--- config.mk ---
export PLATFORM = sky130hd
export DESIGN_NAME = adc_result_and_control_regs
export DESIGN_NICKNAME = d
export VERILOG_FILES = /design/src/rtl/conv_clock_div.v /design/src/rtl/result_format.v /design/src/rtl/adc_result_and_control_regs.v
export VERILOG_INCLUDE_DIRS = /design/src /design/src/rtl
export SDC_FILE = /design/constraint.sdc
export NUM_CORES = 1
export LEC_CHECK = 0
export ABC_CLOCK_PERIOD_IN_PS = 3700
export BUFFER_PORTS_ARGS = -buffer_cell sky130_fd_sc_hd__buf_2
export CORE_UTILIZATION = 57
export DETAILED_ROUTE_END_ITERATION = 7
export GPL_TIMING_DRIVEN = 0
export PLACE_DENSITY_LB_ADDON = 0.12
export SYNTH_ARGS = -nofsm -noshare
export SYNTH_HDL_FRONTEND = slang
export SYNTH_HIERARCHICAL = 1
export SYNTH_SLANG_ARGS = --single-unit
export TNS_END_PERCENT = 50
--- constraint.sdc ---
create_clock -name pclk -period 3.7 [get_ports pclk]
set_input_delay 0.37 -clock pclk [delete_from_list [all_inputs] [get_ports pclk]]
set_output_delay 0.37 -clock pclk [all_outputs]
set_load 0.05 [all_outputs]
--- src/rtl/adc_ctl_map.vh ---
// register offsets, field positions and reset values of the converter control block
`ifndef ADC_CTL_MAP_VH
`define ADC_CTL_MAP_VH

// ======================================================================
// byte offsets
`define OFS_RESULT_HIGH 12'h000
`define OFS_RESULT_LOW 12'h004
`define OFS_MAIN_CONTROL 12'h008
`define OFS_INPUT_CLOCK_CFG 12'h00c
`define OFS_MODE_TEMPSENSE 12'h010
`define OFS_REF_OUTPUT 12'h014
`define OFS_IRQ_STATUS 12'h018
`define OFS_IRQ_MASK 12'h01c

// ======================================================================
// main control fields
`define MC_START 7
`define MC_BUSY 6
`define MC_ENABLE 5
`define MC_FORMAT 4
`define MC_CHAN_HI 3
`define MC_CHAN_LO 0

// ======================================================================
// input and clock config fields
`define IC_INS_HI 7
`define IC_INS_LO 5
`define IC_REF_HI 4
`define IC_REF_LO 3
`define IC_CLK_HI 2
`define IC_CLK_LO 0

// ======================================================================
// mode and temp sensor fields
`define MT_MODE 7
`define MT_AUX 1
`define MT_TEMP_SENSOR_ENABLE 0
`define MT_RESET 8'h02
`define MT_MASK 8'h83

// reference output enable
`define RO_EN 0

// ======================================================================
// interrupt bits
`define IRQ_DONE 0
`define IRQ_START 1
`define IRQ_WIDTH 2

// ======================================================================
// misc
`define REG_RESET 8'h00
`define RESULT_W 12
`define DATA_W 8
`define CONV_CYCLES 5'd16

`endif

--- src/rtl/conv_clock_div.v ---
// conversion clock divider producing one-cycle enable pulses
`timescale 1ns/1ps
`default_nettype none
`include "adc_ctl_map.vh"

module conv_clock_div (
    input wire pclk,
    input wire presetn,
    input wire run,
    input wire [2:0] clk_sel,
    output wire tick
);
    reg [6:0] cnt_ff;
    wire [6:0] limit;

    // divide by 2^clk_sel
    assign limit = (7'h01 << clk_sel) - 7'h01;
    assign tick = run && (cnt_ff >= limit);

    always @(posedge pclk or negedge presetn) begin
        if (!presetn) begin
            cnt_ff <= 7'h00;
        end else if (!run || tick) begin
            cnt_ff <= 7'h00;
        end else begin
            cnt_ff <= cnt_ff + 7'h01;
        end
    end
endmodule
`default_nettype wire

--- src/rtl/result_format.v ---
// presents the stored 12-bit result in the selected justification
`timescale 1ns/1ps
`default_nettype none
`include "adc_ctl_map.vh"

module result_format (
    input wire [11:0] result,
    input wire fmt,
    output wire [7:0] high_byte,
    output wire [7:0] low_byte
);
    // unused positions zero
    assign high_byte = fmt ? {4'h0, result[11:8]} : result[11:4];
    assign low_byte = fmt ? result[7:0] : {result[3:0], 4'h0};
endmodule
`default_nettype wire

--- src/rtl/adc_result_and_control_regs.v ---
// converter control registers, conversion sequencer and result registers
// ======================================================================
`timescale 1ns/1ps
`default_nettype none
`include "adc_ctl_map.vh"

module adc_result_and_control_regs #(
    parameter CONV_TICKS = 16
) (
    input wire pclk,
    input wire presetn,
    input wire psel,
    input wire penable,
    input wire pwrite,
    input wire [11:0] paddr,
    input wire [31:0] pwdata,
    output reg [31:0] prdata,
    output wire pready,
    output wire pslverr,
    input wire [11:0] sample_data,
    output reg [2:0] input_signal_select,
    output reg [3:0] external_channel_select,
    output reg [1:0] reference_select,
    output reg converter_enable,
    output reg conversion_mode_select,
    output reg temp_sensor_enable,
    output reg reference_output_enable,
    output reg sample_strobe,
    output wire irq
);
    // ==================================================================
    // register state
    reg start_ff;
    reg busy_ff;
    reg fmt_ff;
    reg [3:0] chan_ff;
    reg [7:0] incfg_ff;
    reg mode_ff;
    reg aux_ff;
    reg temp_sensor_enable_ff;
    reg refen_ff;
    reg [11:0] result_ff;
    reg [`IRQ_WIDTH-1:0] irq_stat_ff;
    reg [`IRQ_WIDTH-1:0] irq_mask_ff;
    reg [4:0] step_ff;
    reg [11:0] sample_ff;
    reg [11:0] sample_sync_ff;
    reg nxt_busy;
    reg [4:0] nxt_step;
    reg [11:0] nxt_result;

    // sequencer states, held in busy_ff
    localparam ST_IDLE = 1'b0;
    localparam ST_CONVERT = 1'b1;

    wire wr_en;
    wire rd_en;
    wire [7:0] res_high;
    wire [7:0] res_low;
    wire conv_tick;
    wire start_fall;
    wire conv_done;
    wire [`IRQ_WIDTH-1:0] irq_set;
    wire [`IRQ_WIDTH-1:0] irq_clr;
    wire [`IRQ_WIDTH-1:0] nxt_irq_stat;
    reg [7:0] nxt_main;
    reg mapped;
    genvar gi;

    function addr_hit;
        input [11:0] a;
        input [11:0] ofs;
        begin
            addr_hit = (a == ofs);
        end
    endfunction

    // ==================================================================
    // apb slave, zero wait states
    assign pready = 1'b1;
    assign wr_en = psel && penable && pwrite;
    assign rd_en = psel && !pwrite;
    assign pslverr = psel && penable && !mapped;

    always @* begin
        mapped = addr_hit(paddr, `OFS_RESULT_HIGH) || addr_hit(paddr, `OFS_RESULT_LOW)
            || addr_hit(paddr, `OFS_MAIN_CONTROL) || addr_hit(paddr, `OFS_INPUT_CLOCK_CFG)
            || addr_hit(paddr, `OFS_MODE_TEMPSENSE) || addr_hit(paddr, `OFS_REF_OUTPUT)
            || addr_hit(paddr, `OFS_IRQ_STATUS) || addr_hit(paddr, `OFS_IRQ_MASK);
    end

    always @* begin
        nxt_main = 8'h00;
        nxt_main[`MC_START] = start_ff;
        nxt_main[`MC_BUSY] = busy_ff;
        nxt_main[`MC_ENABLE] = converter_enable;
        nxt_main[`MC_FORMAT] = fmt_ff;
        nxt_main[`MC_CHAN_HI:`MC_CHAN_LO] = chan_ff;
    end

    // read data registered in setup phase, valid in access phase
    always @(posedge pclk or negedge presetn) begin
        if (!presetn) begin
            prdata <= 32'h0000_0000;
        end else if (rd_en && !penable) begin
            prdata <= 32'h0000_0000;
            if (addr_hit(paddr, `OFS_RESULT_HIGH)) begin
                prdata[7:0] <= res_high;
            end
            if (addr_hit(paddr, `OFS_RESULT_LOW)) begin
                prdata[7:0] <= res_low;
            end
            if (addr_hit(paddr, `OFS_MAIN_CONTROL)) begin
                prdata[7:0] <= nxt_main;
            end
            if (addr_hit(paddr, `OFS_INPUT_CLOCK_CFG)) begin
                prdata[7:0] <= incfg_ff;
            end
            if (addr_hit(paddr, `OFS_MODE_TEMPSENSE)) begin
                prdata[7:0] <= {mode_ff, 5'h00, aux_ff, temp_sensor_enable_ff};
            end
            if (addr_hit(paddr, `OFS_REF_OUTPUT)) begin
                prdata[7:0] <= {7'h00, refen_ff};
            end
            if (addr_hit(paddr, `OFS_IRQ_STATUS)) begin
                prdata[`IRQ_WIDTH-1:0] <= irq_stat_ff;
            end
            if (addr_hit(paddr, `OFS_IRQ_MASK)) begin
                prdata[`IRQ_WIDTH-1:0] <= irq_mask_ff;
            end
        end
    end

    // ==================================================================
    // writable control registers; result registers have no write path
    always @(posedge pclk or negedge presetn) begin
        if (!presetn) begin
            start_ff <= 1'b0;
            converter_enable <= 1'b0;
            fmt_ff <= 1'b0;
            chan_ff <= 4'h0;
            incfg_ff <= `REG_RESET;
            mode_ff <= 1'b0;
            aux_ff <= 1'b1;
            temp_sensor_enable_ff <= 1'b0;
            refen_ff <= 1'b0;
            irq_mask_ff <= {`IRQ_WIDTH{1'b0}};
        end else if (wr_en) begin
            if (addr_hit(paddr, `OFS_MAIN_CONTROL)) begin
                start_ff <= pwdata[`MC_START];
                converter_enable <= pwdata[`MC_ENABLE];
                fmt_ff <= pwdata[`MC_FORMAT];
                chan_ff <= pwdata[`MC_CHAN_HI:`MC_CHAN_LO];
            end
            if (addr_hit(paddr, `OFS_INPUT_CLOCK_CFG)) begin
                incfg_ff <= pwdata[7:0];
            end
            if (addr_hit(paddr, `OFS_MODE_TEMPSENSE)) begin
                mode_ff <= pwdata[`MT_MODE];
                aux_ff <= pwdata[`MT_AUX];
                temp_sensor_enable_ff <= pwdata[`MT_TEMP_SENSOR_ENABLE];
            end
            if (addr_hit(paddr, `OFS_REF_OUTPUT)) begin
                refen_ff <= pwdata[`RO_EN];
            end
            if (addr_hit(paddr, `OFS_IRQ_MASK)) begin
                irq_mask_ff <= pwdata[`IRQ_WIDTH-1:0];
            end
        end
    end

    // source selection to the analog front end
    always @* begin
        input_signal_select = incfg_ff[`IC_INS_HI:`IC_INS_LO];
        external_channel_select = chan_ff;
        reference_select = incfg_ff[`IC_REF_HI:`IC_REF_LO];
        conversion_mode_select = mode_ff;
        temp_sensor_enable = temp_sensor_enable_ff;
        reference_output_enable = refen_ff;
    end

    // ==================================================================
    // conversion sequencer
    // start taken on high-to-low of the start bit, not its level
    assign start_fall = wr_en && addr_hit(paddr, `OFS_MAIN_CONTROL)
        && start_ff && !pwdata[`MC_START] && converter_enable;

    conv_clock_div u_div (
        .pclk(pclk),
        .presetn(presetn),
        .run(busy_ff),
        .clk_sel(incfg_ff[`IC_CLK_HI:`IC_CLK_LO]),
        .tick(conv_tick)
    );

    assign conv_done = busy_ff && conv_tick && (step_ff == CONV_TICKS[4:0] - 5'd1);

    // analog sample from outside the clock domain
    always @(posedge pclk or negedge presetn) begin
        if (!presetn) begin
            sample_sync_ff <= 12'h000;
            sample_ff <= 12'h000;
        end else begin
            sample_sync_ff <= sample_data;
            sample_ff <= sample_sync_ff;
        end
    end

    // next state; a start while busy restarts the step count
    always @* begin
        nxt_busy = busy_ff;
        nxt_step = step_ff;
        nxt_result = result_ff;
        case (busy_ff)
            ST_IDLE: begin
                nxt_step = 5'h00;
                if (start_fall) begin
                    nxt_busy = ST_CONVERT;
                end
            end
            ST_CONVERT: begin
                if (start_fall) begin
                    nxt_step = 5'h00;
                end else if (conv_done) begin
                    nxt_busy = ST_IDLE;
                    nxt_result = sample_ff;
                end else if (conv_tick) begin
                    nxt_step = step_ff + 5'h01;
                end
            end
            default: begin
                nxt_busy = ST_IDLE;
            end
        endcase
        // disabling aborts the conversion, result kept
        if (!converter_enable) begin
            nxt_busy = ST_IDLE;
            nxt_step = 5'h00;
            nxt_result = result_ff;
        end
    end

    always @(posedge pclk or negedge presetn) begin
        if (!presetn) begin
            busy_ff <= ST_IDLE;
            step_ff <= 5'h00;
            result_ff <= 12'h000;
            sample_strobe <= 1'b0;
        end else begin
            busy_ff <= nxt_busy;
            step_ff <= nxt_step;
            result_ff <= nxt_result;
            sample_strobe <= start_fall;
        end
    end

    result_format u_fmt (
        .result(result_ff),
        .fmt(fmt_ff),
        .high_byte(res_high),
        .low_byte(res_low)
    );

    // ==================================================================
    // interrupts: set wins over write-one-to-clear
    assign irq_set[`IRQ_DONE] = conv_done;
    assign irq_set[`IRQ_START] = start_fall;
    assign irq_clr = (wr_en && addr_hit(paddr, `OFS_IRQ_STATUS))
        ? pwdata[`IRQ_WIDTH-1:0] : {`IRQ_WIDTH{1'b0}};

    generate
        for (gi = 0; gi < `IRQ_WIDTH; gi = gi + 1) begin : g_irq
            assign nxt_irq_stat[gi] = irq_set[gi] | (irq_stat_ff[gi] & ~irq_clr[gi]);
        end
    endgenerate

    always @(posedge pclk or negedge presetn) begin
        if (!presetn) begin
            irq_stat_ff <= {`IRQ_WIDTH{1'b0}};
        end else begin
            irq_stat_ff <= nxt_irq_stat;
        end
    end

    assign irq = |(irq_stat_ff & irq_mask_ff);
endmodule
`default_nettype wire

==> results by group, run 1 <==
Status
  – Outcome: finished, final reports clean

Timing
  – Period utilisation layout: 0.7753
  – Layout Skew: 14.70 ps
  – Setup TNS: 0 ps
  – Worst Tran Pin Value: 889.3 ps
  – Pins Over Slew Limit: 0
  – Final Hold Vio Count: 0
  – RSZ-0062 raised after global routing: no
  – # setup viols final: 0
  – Rel. slew slack: 0.4058
  – F_max: 0.3486 GHz
  – Min cycle time layout: 2869 ps

Global routing
  – Number of global-route vias before repair: 2,573
  – Gr usage total: 0.2293
  – Global-route wire length before repair: 12,740 um
  – Initial antenna violation count: 0
  – Total global routing overflow: 0
  – Largest net degree at the start of global routing: 62

Synth
  – Synth Area in Adders: 0.03110
  – Async S/R FF share, synth: 1.000
  – Compound-Gate Fraction of Synth Area: 0.05443
  – Avg Synthesized Cell Area: 12.15 um2
  – Synth Cell Area: 4023 um2
  – Post-synth EDFFs: 0
  – Mux cell area share after synthesis: 0.1701
  – Post-Synth XOR/XNOR Area: 0.01742
  – Main combinational cell family by area after synthesis: multiplexers
  – Syn Inst Count: 331
  – Register area share after synthesis: 0.5042
  – Ranking of synthesized cells by area: dfrtp_1, mux2_2, buf_4
  – Post-synthesis register bit count: 81
  – Post-synth top flop: dfrtp_1
  – Synthesis Warnings: 6
  – Post-synthesis simple-gate area fraction: 0.1397
  – Leading area contributor after synthesis: dfrtp_1
  – Number of distinct library cells after synthesis: 54
  – Synth top area share: 0.4977

Min path
  – Hold WC Path Type: primary input to flop
  – Min-delay src: sample_data[1]

Detailed routing
  – Via count: 2,648
  – Initial DRC Count: 144
  – Post-route ant nets: 0
  – DRC Markers: 0
  – First-pass detailed-route iteration total: 4
  – Post-DR wirelength/cell: 14.70 um
  – Total Routed Length: 7748 um
  – Vias per cell: 5.025

Placed design
  – Port Buffers: 59
  – Area after DPL: 4554 um2
  – Final RePlAce weighted congestion: 0.8254
  – Cell count after placement: 510
  – HPWL Detailed: 5815 um

Critical path
  – Crit path kind: flop to flop
  – Worst r2r src: incfg_ff[1]$_DFFE_PN0P_
  – Reg2Reg Setup Slack: 830 ps
  – Crit end category: flop
  – CP required: 3940 ps
  – Arrival time of the worst setup path: 3100 ps
  – Crit. Startpoint: incfg_ff[1]$_DFFE_PN0P_
  – Worst-path maximum fanout: 10
  – Startpoint types: flop

Power and ir drop
  – Worst IR drop on VDD: 0.2681 mV
  – Leak: 0.002352 uW
  – Pwr Density: 359.3 nW/um2

CTS
  – Total CTS buffers: 9
  – Max Root-Sink Buffers: 2
  – Root Driver: clkbuf_8
  – H-tree depth: 3
  – Clk_lat worst skew: 360 ps
  – TritonCTS clock tree: built
  – Clock-pin slew on the worst setup and hold paths: 90 ps
  – Clock sinks: 81

Die
  – I/O pins: 110
  – Die W: 86.01 um
  – Die Ht: 86.01 um
  – Core area: 6794 um2
  – Die footprint: 7397 um2
  – Rows: 30
  – Starting Density: 0.5921

Final layout
  – Diode count: 0
  – P&R area growth vs syn: 18.32%
  – Layout cell share with drive strength beyond 1: 0.4084
  – Fin nets: 497
  – Final Instance Count excl. Fillers: 527
  – Final Cell Area: 4760 um2

Job
  – Max Cap Viol: 0
==> per-layer routing <==
layer  track usage  vias to the layer above  wire length, um
met1        0.3069                     1265             3565
met5             0                        -                0
li1              -                     1293                -
met4       0.08788                        0              121
met2        0.3745                       76             3646
met3       0.04139                       14              414
==> cells in the mapped netlist (all sizes together), types with 6 or more instances <==
cell type,instances
dfrtp,80
o21ai,6
nor2,21
buf,35
mux4,7
mux2,41
nor2b,9
a21oi,6
ha,10
nand2,26
inv,7
nand3,14
clkbuf,7
==> registers in the layout (all words and copies together), names as in the netlist, 2 cells and up <==
register / cells
sample_sync_ff: 12
irq_mask_ff: 2
external_channel_select: 4
result_ff: 12
step_ff: 5
sample_ff: 12
u_div/cnt_ff: 7
incfg_ff: 8
irq_stat_ff: 2
prdata: 8
==> placed cells by master (no fill, tap or decap), drive strengths merged, types with 2 or more instances in the layout <==
cell type | synthesis | routed
a21oi | 6 | 6
nor4 | 4 | 4
nor3 | 4 | 4
nand4 | 2 | 2
nand3b | 2 | 2
nand3 | 14 | 14
o211ai | 3 | 3
mux2i | 2 | 2
nor3b | 2 | 2
nor2b | 9 | 9
and2 | 5 | 5
nor2 | 21 | 21
or3 | 4 | 4
clkinvlp | 0 | 2
o21ai | 6 | 6
and3 | 2 | 2
nand2 | 26 | 26
mux2 | 41 | 41
a211oi | 2 | 2
inv | 7 | 8
clkbuf | 7 | 17
ha | 10 | 10
a41oi | 3 | 3
buf | 35 | 95
xor2 | 5 | 5
or3b | 3 | 3
clkinv | 0 | 2
xnor2 | 3 | 3
dfrtp | 80 | 80
mux4 | 7 | 7
nand2b | 2 | 2
conb | 2 | 25
==> where the power goes <==
| group | switching [uW] | internal [uW] | total [uW] | leakage (uW) |
|---|---|---|---|---|
| clock | 326 | 314 | 640 | 0.0000929 |
| combinational | 116 | 49.9 | 166 | 0.00119 |
| sequential | 4.46 | 900 | 904 | 0.00107 |
| total | 446 | 1260 | 1710 | 0.00235 |
==> cell families (layout without fill, tap and decap cells) <==
family,after synthesis,after routing
DFF,81,81
AOI/OAI and AO/OA,28,28
muxes,50,50
adders and majority gates,10,10
and+or+nand+nor,103,103
other,2,25
buffers and inverters,49,126
xor gates and xnor gates,8,8
==> worst max-delay path, stage by stage, from the launching register on <==
cell and delay [ps]:
dfrtp_1 460, or3_1 400, ha_1 290, nor2b_1 50
o21ai_2 160, a41oi_1 170, nor2b_1 230, nand2_1 130
a211oi_4 310, buf_6 240, mux2_4 310
==> cell type report <==
class | instances | area (um2)
multi-input combinational | 224 | 1754
fill | 510 | 2034
buffer | 42 | 300.3
tap | 96 | 120.1
sequential | 81 | 2028
clock inverter | 6 | 67.56
inverter | 7 | 26.28
clock buffer | 10 | 127.6
timing repair buffer | 61 | 335.3
==> stage by stage <==
step	utilization	total power (uW)	hold slack (ps)	worst slack [ps]
4_1_cts	0.7006	1719	104.5	832.2
6_report	0.7006	1710	111.5	831.3
5_1_grt	0.7006	1770	105.5	676.4
3_3_place_gp	0.6659	1081	331.8	922.4
3_5_place_dp	0.6704	1087	279.7	834.1
2_1_floorplan	-	1034	74.41	1230
==> timing repair <==
action                                 4_1_cts  5_1_grt
gates resized for setup                      0        0
endpoints found under the hold margin       20        0
setup buffers                                0        0
hold buffers                                 1        0
==> path summary, 6_finish.rpt <==
check,cells past startpoint,endpoint
max in group asynchronous,3,aux_ff$_DFFE_PN1P_
min in group asynchronous,2,prdata[4]$_DFFE_PN0P_
hold / removal,1,sample_sync_ff[1]$_DFF_PN0_
setup reg to reg,10,result_ff[2]$_DFFE_PN0P_
hold reg to reg,0,sample_ff[6]$_DFF_PN0_
setup / recovery,10,result_ff[2]$_DFFE_PN0P_
No activity file was read; power rests on OpenSTA's default activity.
==> run 2, diff against run 1 <==
--- a/config.mk
+++ b/config.mk
@@ -6,9 +6,9 @@
 export SDC_FILE = /design/constraint.sdc
 export NUM_CORES = 1
 export LEC_CHECK = 0
-export ABC_CLOCK_PERIOD_IN_PS = 3700
+export ABC_CLOCK_PERIOD_IN_PS = 2350
 export BUFFER_PORTS_ARGS = -buffer_cell sky130_fd_sc_hd__buf_2
-export CORE_UTILIZATION = 57
+export CORE_UTILIZATION = 47
 export DETAILED_ROUTE_END_ITERATION = 7
 export GPL_TIMING_DRIVEN = 0
 export PLACE_DENSITY_LB_ADDON = 0.12
==> constraint.sdc (replaced) <==
create_clock -name pclk -period 2.35 [get_ports pclk]
set_input_delay 0.235 -clock pclk [delete_from_list [all_inputs] [get_ports pclk]]
set_output_delay 0.235 -clock pclk [all_outputs]
set_load 0.05 [all_outputs]
==> results by group, run 2 (synthesis results as in run 1) <==
Status
  – Outcome: finished with violations
  – Failing checks: setup timing

Global routing
  – Global-route wire length before repair: 12,790 um
  – Largest net degree at the start of global routing: 59
  – Gr usage total: 0.1926
  – Total global routing overflow: 0
  – Number of global-route vias before repair: 2,649
  – Initial antenna violation count: 0

Min path
  – Hold Path Sink: incfg_ff[6]$_DFFE_PN0P_
  – Hold WC Path Type: primary input to flop
  – Min-delay src: pwdata[6]
  – Hold depth: 2

Power and ir drop
  – Comb pwr share: 0.100
  – Power share of the sequential group: 0.514
  – Pint: 2041 uW
  – Sw Share: 0.2633
  – Leak: 0.002456 uW
  – Clock group share of total power: 0.386
  – Pwr Density: 555.2 nW/um2
  – Net switching power: 729.3 uW
  – Worst IR drop on VDD: 0.3653 mV

Job
  – Max Cap Viol: 0

Detailed routing
  – Via count: 2,705
  – M1 WL: 3815 um
  – Top Metal Used: met4
  – Total Routed Length: 7939 um
  – DRC Markers: 0
  – DR WL met3: 378 um
  – First-pass detailed-route iteration total: 4
  – Post-route ant nets: 0
  – Vias per cell: 4.874
  – Post-DR wirelength/cell: 14.30 um
  – Initial DRC Count: 91
  – Metal2 WL: 3572 um

Critical path
  – Reg2Reg Setup Slack: -250 ps
  – CP required: 2590 ps
  – FF-to-FF path depth: 10
  – Arrival time of the worst setup path: 2840 ps
  – Worst r2r src: incfg_ff[0]$_DFFE_PN0P_
  – Crit. Startpoint: incfg_ff[0]$_DFFE_PN0P_
  – Crit end category: flop
  – Crit path kind: flop to flop
  – Startpoint types: flop
  – R2r endpoint: result_ff[11]$_DFFE_PN0P_
  – Worst-path maximum fanout: 3

Final layout
  – Fin nets: 516
  – Largest registers: result_ff: 12 flops, sample_ff: 12 flops, sample_sync_ff: 12 flops
  – Diode count: 0
  – Most common cell after layout, fill and taps aside: dfrtp_1
  – Final Cell Area: 4990 um2
  – Layout cell share with drive strength beyond 1: 0.4244
  – P&R area growth vs syn: 24.04%
  – Commonest non-fill, non-tap cells in the layout: dfrtp_1, buf_2, buf_4

Timing
  – Layout Skew: 9.832 ps
  – Worst Tran Pin Value: 899.7 ps
  – Rel. slew slack: 0.3989
  – Min cycle time layout: 2603 ps
  – RSZ-0062 raised after global routing: yes
  – F_max: 0.3841 GHz
  – Fin worst setup slack: -253.4 ps
  – # setup viols final: 15
  – Final Hold Vio Count: 0
  – Pins Over Slew Limit: 0
  – Setup TNS: -3079 ps
  – Period utilisation layout: 1.108

Die
  – Die W: 94.52 um
  – Die footprint: 8933 um2
  – Die Ht: 94.52 um
  – Starting Density: 0.4871
  – Rows: 33
  – Core area: 8258 um2
  – I/O pins: 110

Placed design
  – Port Buffers: 59
  – Final RePlAce weighted congestion: 0.8101
  – Area after DPL: 4566 um2
  – HPWL Detailed: 5633 um

CTS
  – Max Root-Sink Buffers: 2
  – TritonCTS clock tree: built
  – Clk_lat worst skew: 350 ps
  – Clock sinks: 81
  – Root Driver: clkbuf_8
  – H-tree depth: 3
  – Clock-pin slew on the worst setup and hold paths: 80 ps
  – Total CTS buffers: 9
run 2: cell count changes in the layout (fill, tap and decap cells not counted), sizes merged:
cell	change
clkbuf	-1
inv	+2
buf	+8
dlygate4sd3	+12
clkinv	-1
clkinvlp	-1
run 2: final cells by class:
| type | count | area, um2 |
|---|---|---|
| fillers | 694 | 3268 |
| repair buffers | 80 | 511.7 |
| well taps | 105 | 131.4 |
| clock inverters | 6 | 72.57 |
| flip-flops and latches | 81 | 2031 |
| multi-input cells | 224 | 1775 |
| plain buffers | 42 | 304.0 |
| clock buffers | 10 | 137.6 |
| inverters | 7 | 26.28 |
run 2: critical path, cell delays in order, from the launching register on:
cell	delay (ps)
dfrtp_1	390
or3_1	390
ha_1	290
nor2b_1	50
o21ai_2	170
a41oi_2	150
nor2b_2	180
nand2_2	90
a211oi_4	280
buf_4	190
mux2_2	320
run 2: power by group through the flow:
stage	Sequential, uW	Clock, uW	Combinational [uW]
6_report	1420	1070	278
5_1_grt	1430	1160	302
4_1_cts	1420	1090	279
3_5_place_dp	1450	0	261
3_3_place_gp	1450	0	254
2_1_floorplan	1460	0	168
run 2: worst max-delay path by stage:
| stage | endpoint | slack (ps) | cells past startpoint |
|---|---|---|---|
| 3_3_place_gp | result_ff[9]$_DFFE_PN0P_ | -450 | 10 |
| 6_report | result_ff[11]$_DFFE_PN0P_ | -250 | 10 |
| 3_5_place_dp | result_ff[9]$_DFFE_PN0P_ | -500 | 10 |
| 5_1_grt | result_ff[11]$_DFFE_PN0P_ | -330 | 10 |
| 2_1_floorplan | result_ff[10]$_DFFE_PN0P_ | -120 | 10 |
| 4_1_cts | result_ff[11]$_DFFE_PN0P_ | -270 | 10 |
run 2: per-stage QoR:
stage          worst slack (ps)  instances  hold WS (ps)  power, uW  utilization
2_1_floorplan            -117.1        354        -60.59       1628            -
3_3_place_gp             -445.8        518         332.6       1705       0.5492
3_5_place_dp             -500.4        519         161.8       1712       0.5529
4_1_cts                  -265.1        555         108.7       2791       0.6026
5_1_grt                  -329.8        555         116.1       2884       0.6042
6_report                 -253.4        555         116.3       2770       0.6042
run 2: per-layer routing:
layer,vias up,track usage
met5,-,0
met4,0,0.09217
met3,17,0.03140
met2,82,0.3037
met1,1271,0.2599
li1,1335,-
run 2: repair_timing:
action	4_1_cts	5_1_grt
cloned	1	0
resized for setup	8	5
endpoints found under the hold margin	35	0
setup buffers	6	0
endpoints found under the setup margin	17	17
hold buffers	13	0
pin swaps	4	0
==> run 3, diff against run 2 <==
--- a/config.mk
+++ b/config.mk
@@ -8,7 +8,8 @@
 export LEC_CHECK = 0
 export ABC_CLOCK_PERIOD_IN_PS = 2350
 export BUFFER_PORTS_ARGS = -buffer_cell sky130_fd_sc_hd__buf_2
-export CORE_UTILIZATION = 47
+export CORE_UTILIZATION = 49
+export CTS_BUF_LIST = sky130_fd_sc_hd__clkbuf_4
 export DETAILED_ROUTE_END_ITERATION = 7
 export GPL_TIMING_DRIVEN = 0
 export PLACE_DENSITY_LB_ADDON = 0.12
==> results by group, run 3 (synthesis results as in run 1) <==
Placed design
  – HPWL Detailed: 5616 um
  – Area after DPL: 4554 um2
  – Port Buffers: 59
  – Final RePlAce weighted congestion: 0.7720

Timing
  – Min cycle time layout: 2584 ps
  – F_max: 0.3870 GHz
  – RSZ-0062 raised after global routing: yes
  – # setup viols final: 13
  – Rel. slew slack: 0.4071
  – Final Hold Vio Count: 0
  – Period utilisation layout: 1.100
  – Pins Over Slew Limit: 0
  – Worst Tran Pin Value: 887.4 ps
  – Fin worst setup slack: -234.2 ps
  – Layout Skew: 11.14 ps

Final layout
  – Commonest non-fill, non-tap cells in the layout: dfrtp_1, buf_2, buf_4
  – Final Cell Area: 4913 um2
  – Most common cell after layout, fill and taps aside: dfrtp_1
  – Final-layout fill cell count: 661
  – P&R area growth vs syn: 22.15%
  – Diode count: 0
  – Multi-input gate area: 1775 um2
  – Final Util: 0.6261
  – Largest registers: result_ff: 12 flops, sample_ff: 12 flops, sample_sync_ff: 12 flops
  – Layout cell share with drive strength beyond 1: 0.4222
  – Fin nets: 516
  – FF/Latch Area: 2031 um2

Power and ir drop
  – Net switching power: 678.9 uW
  – Pint: 1848 uW
  – Sw Share: 0.2687
  – Pwr Density: 514.2 nW/um2
  – Power share of the sequential group: 0.564
  – Clock group share of total power: 0.327
  – Comb pwr share: 0.109
  – Leak: 0.002420 uW
  – Worst IR drop on VDD: 0.3346 mV

Detailed routing
  – Via count: 2,746
  – First-pass detailed-route iteration total: 4
  – Total Routed Length: 7860 um
  – DRC Markers: 0
  – Vias per cell: 4.975
  – Initial DRC Count: 108
  – Post-route ant nets: 0
  – Post-DR wirelength/cell: 14.24 um

Critical path
  – CP max stage delay: 410 ps
  – Family with the most delay on the worst path: simple AND/OR/NAND/NOR gates
  – Crit end category: flop
  – R2r endpoint: result_ff[6]$_DFFE_PN0P_
  – Startpoint types: flop
  – CP required: 2660 ps
  – Arrival time of the worst setup path: 2900 ps
  – FF-to-FF path depth: 10
  – Worst r2r src: incfg_ff[0]$_DFFE_PN0P_
  – Crit path max-delay cell type: dfrtp_1
  – Worst-path maximum fanout: 5
  – Cell Chain, Critical Path: or3_1 > ha_1 > nor2b_1 > o21ai_2 > a41oi_2 > nor2b_2 > nand2_2 > a211oi_4 > buf_6 > mux2_4
  – Crit path buf inv count: 1
  – Reg2Reg Setup Slack: -230 ps
  – Crit path kind: flop to flop

Die
  – Die footprint: 8576 um2
  – Rows: 32
  – Core area: 7848 um2
  – I/O pins: 110
  – Die W: 92.61 um
  – Die Ht: 92.61 um
  – Starting Density: 0.5126

CTS
  – Clock-pin slew on the worst setup and hold paths: 130 ps
  – TritonCTS clock tree: built
  – Max Root-Sink Buffers: 2
  – Root Driver: clkbuf_4
  – H-tree depth: 3
  – Clk_lat worst skew: 420 ps
  – Clock sinks: 81
  – Total CTS buffers: 9

Status
  – Outcome: finished with violations
  – Failing checks: setup timing

Min path
  – Min-delay src: pwdata[3]
  – Hold Path Sink: external_channel_select[3]$_DFFE_PN0N_
  – Hold WC Path Type: primary input to flop
  – Hold depth: 2

Global routing
  – Global-route wire length before repair: 13,010 um
  – Largest net degree at the start of global routing: 45
  – Number of global-route vias before repair: 2,678
  – Gr usage total: 0.2022
  – Initial antenna violation count: 0
  – Total global routing overflow: 0

Job
  – Max Cap Viol: 0
run 3: changes by cell type in the layout (fill, tap and decap cells not counted), sizes merged:
cell,delta
inv,-1
clkinvlp,+1
run 3: worst max-delay path by stage:
stage                       startpoint  cells after the start  slack [ps]                         to
6_report       incfg_ff[0]$_DFFE_PN0P_                     10        -230   result_ff[6]$_DFFE_PN0P_
3_3_place_gp   incfg_ff[2]$_DFFE_PN0P_                     10        -460   result_ff[9]$_DFFE_PN0P_
4_1_cts        incfg_ff[2]$_DFFE_PN0P_                     10        -220  result_ff[11]$_DFFE_PN0P_
3_5_place_dp   incfg_ff[2]$_DFFE_PN0P_                     10        -480   result_ff[5]$_DFFE_PN0P_
2_1_floorplan  incfg_ff[2]$_DFFE_PN0P_                     10        -120  result_ff[10]$_DFFE_PN0P_
5_1_grt        incfg_ff[2]$_DFFE_PN0P_                     10        -330  result_ff[10]$_DFFE_PN0P_
run 3: metrics by stage:
step                total power, uW  cells  setup TNS [ps]  worst slack, ps  hold slack [ps]
floorplan                      1628    354           -1171           -117.1           -60.59
global placement               1703    515           -5634           -464.2            332.2
detailed placement             1712    516           -5894           -479.9            233.9
CTS                            2554    551           -2507           -222.1            28.44
global route                   2649    552           -4333           -325.6            18.14
finish                         2527    552           -2649           -234.2            50.17
run 3: final cells by class:
type	instances	area share
inverters	7	0.005348
multi-input cells	224	0.3613
repair buffers	80	0.1034
well taps	102	0.02597
clock inverters	6	0.01350
flip-flops and latches	81	0.4133
clock buffers	10	0.01528
plain buffers	42	0.06188
run 3: power groups by stage:
stage	registers (uW)	logic, uW	clock network (uW)
after floorplan	1460	168	0
after global placement	1450	252	0
after detailed placement	1450	260	0
after CTS	1430	277	852
after global routing	1430	297	924
final	1420	276	826
run 3: what timing repair did:
| action | 4_1_cts | 5_1_grt |
|---|---|---|
| buffers inserted | 5 | 1 |
| endpoints found under the setup margin | 17 | 17 |
| pin swaps | 3 | 0 |
| hold buffers | 13 | 0 |
| hold endpoints to repair | 49 | 0 |
| gates resized for setup | 10 | 4 |
| gates cloned | 1 | 0 |
run 3: layer usage:
metal	vias up	track usage	share of wire
met2	83	0.3148	0.46
met1	1310	0.2728	0.47
li1	1340	-	-
met4	0	0.1016	0.022
met5	-	0	0
met3	13	0.03530	0.051
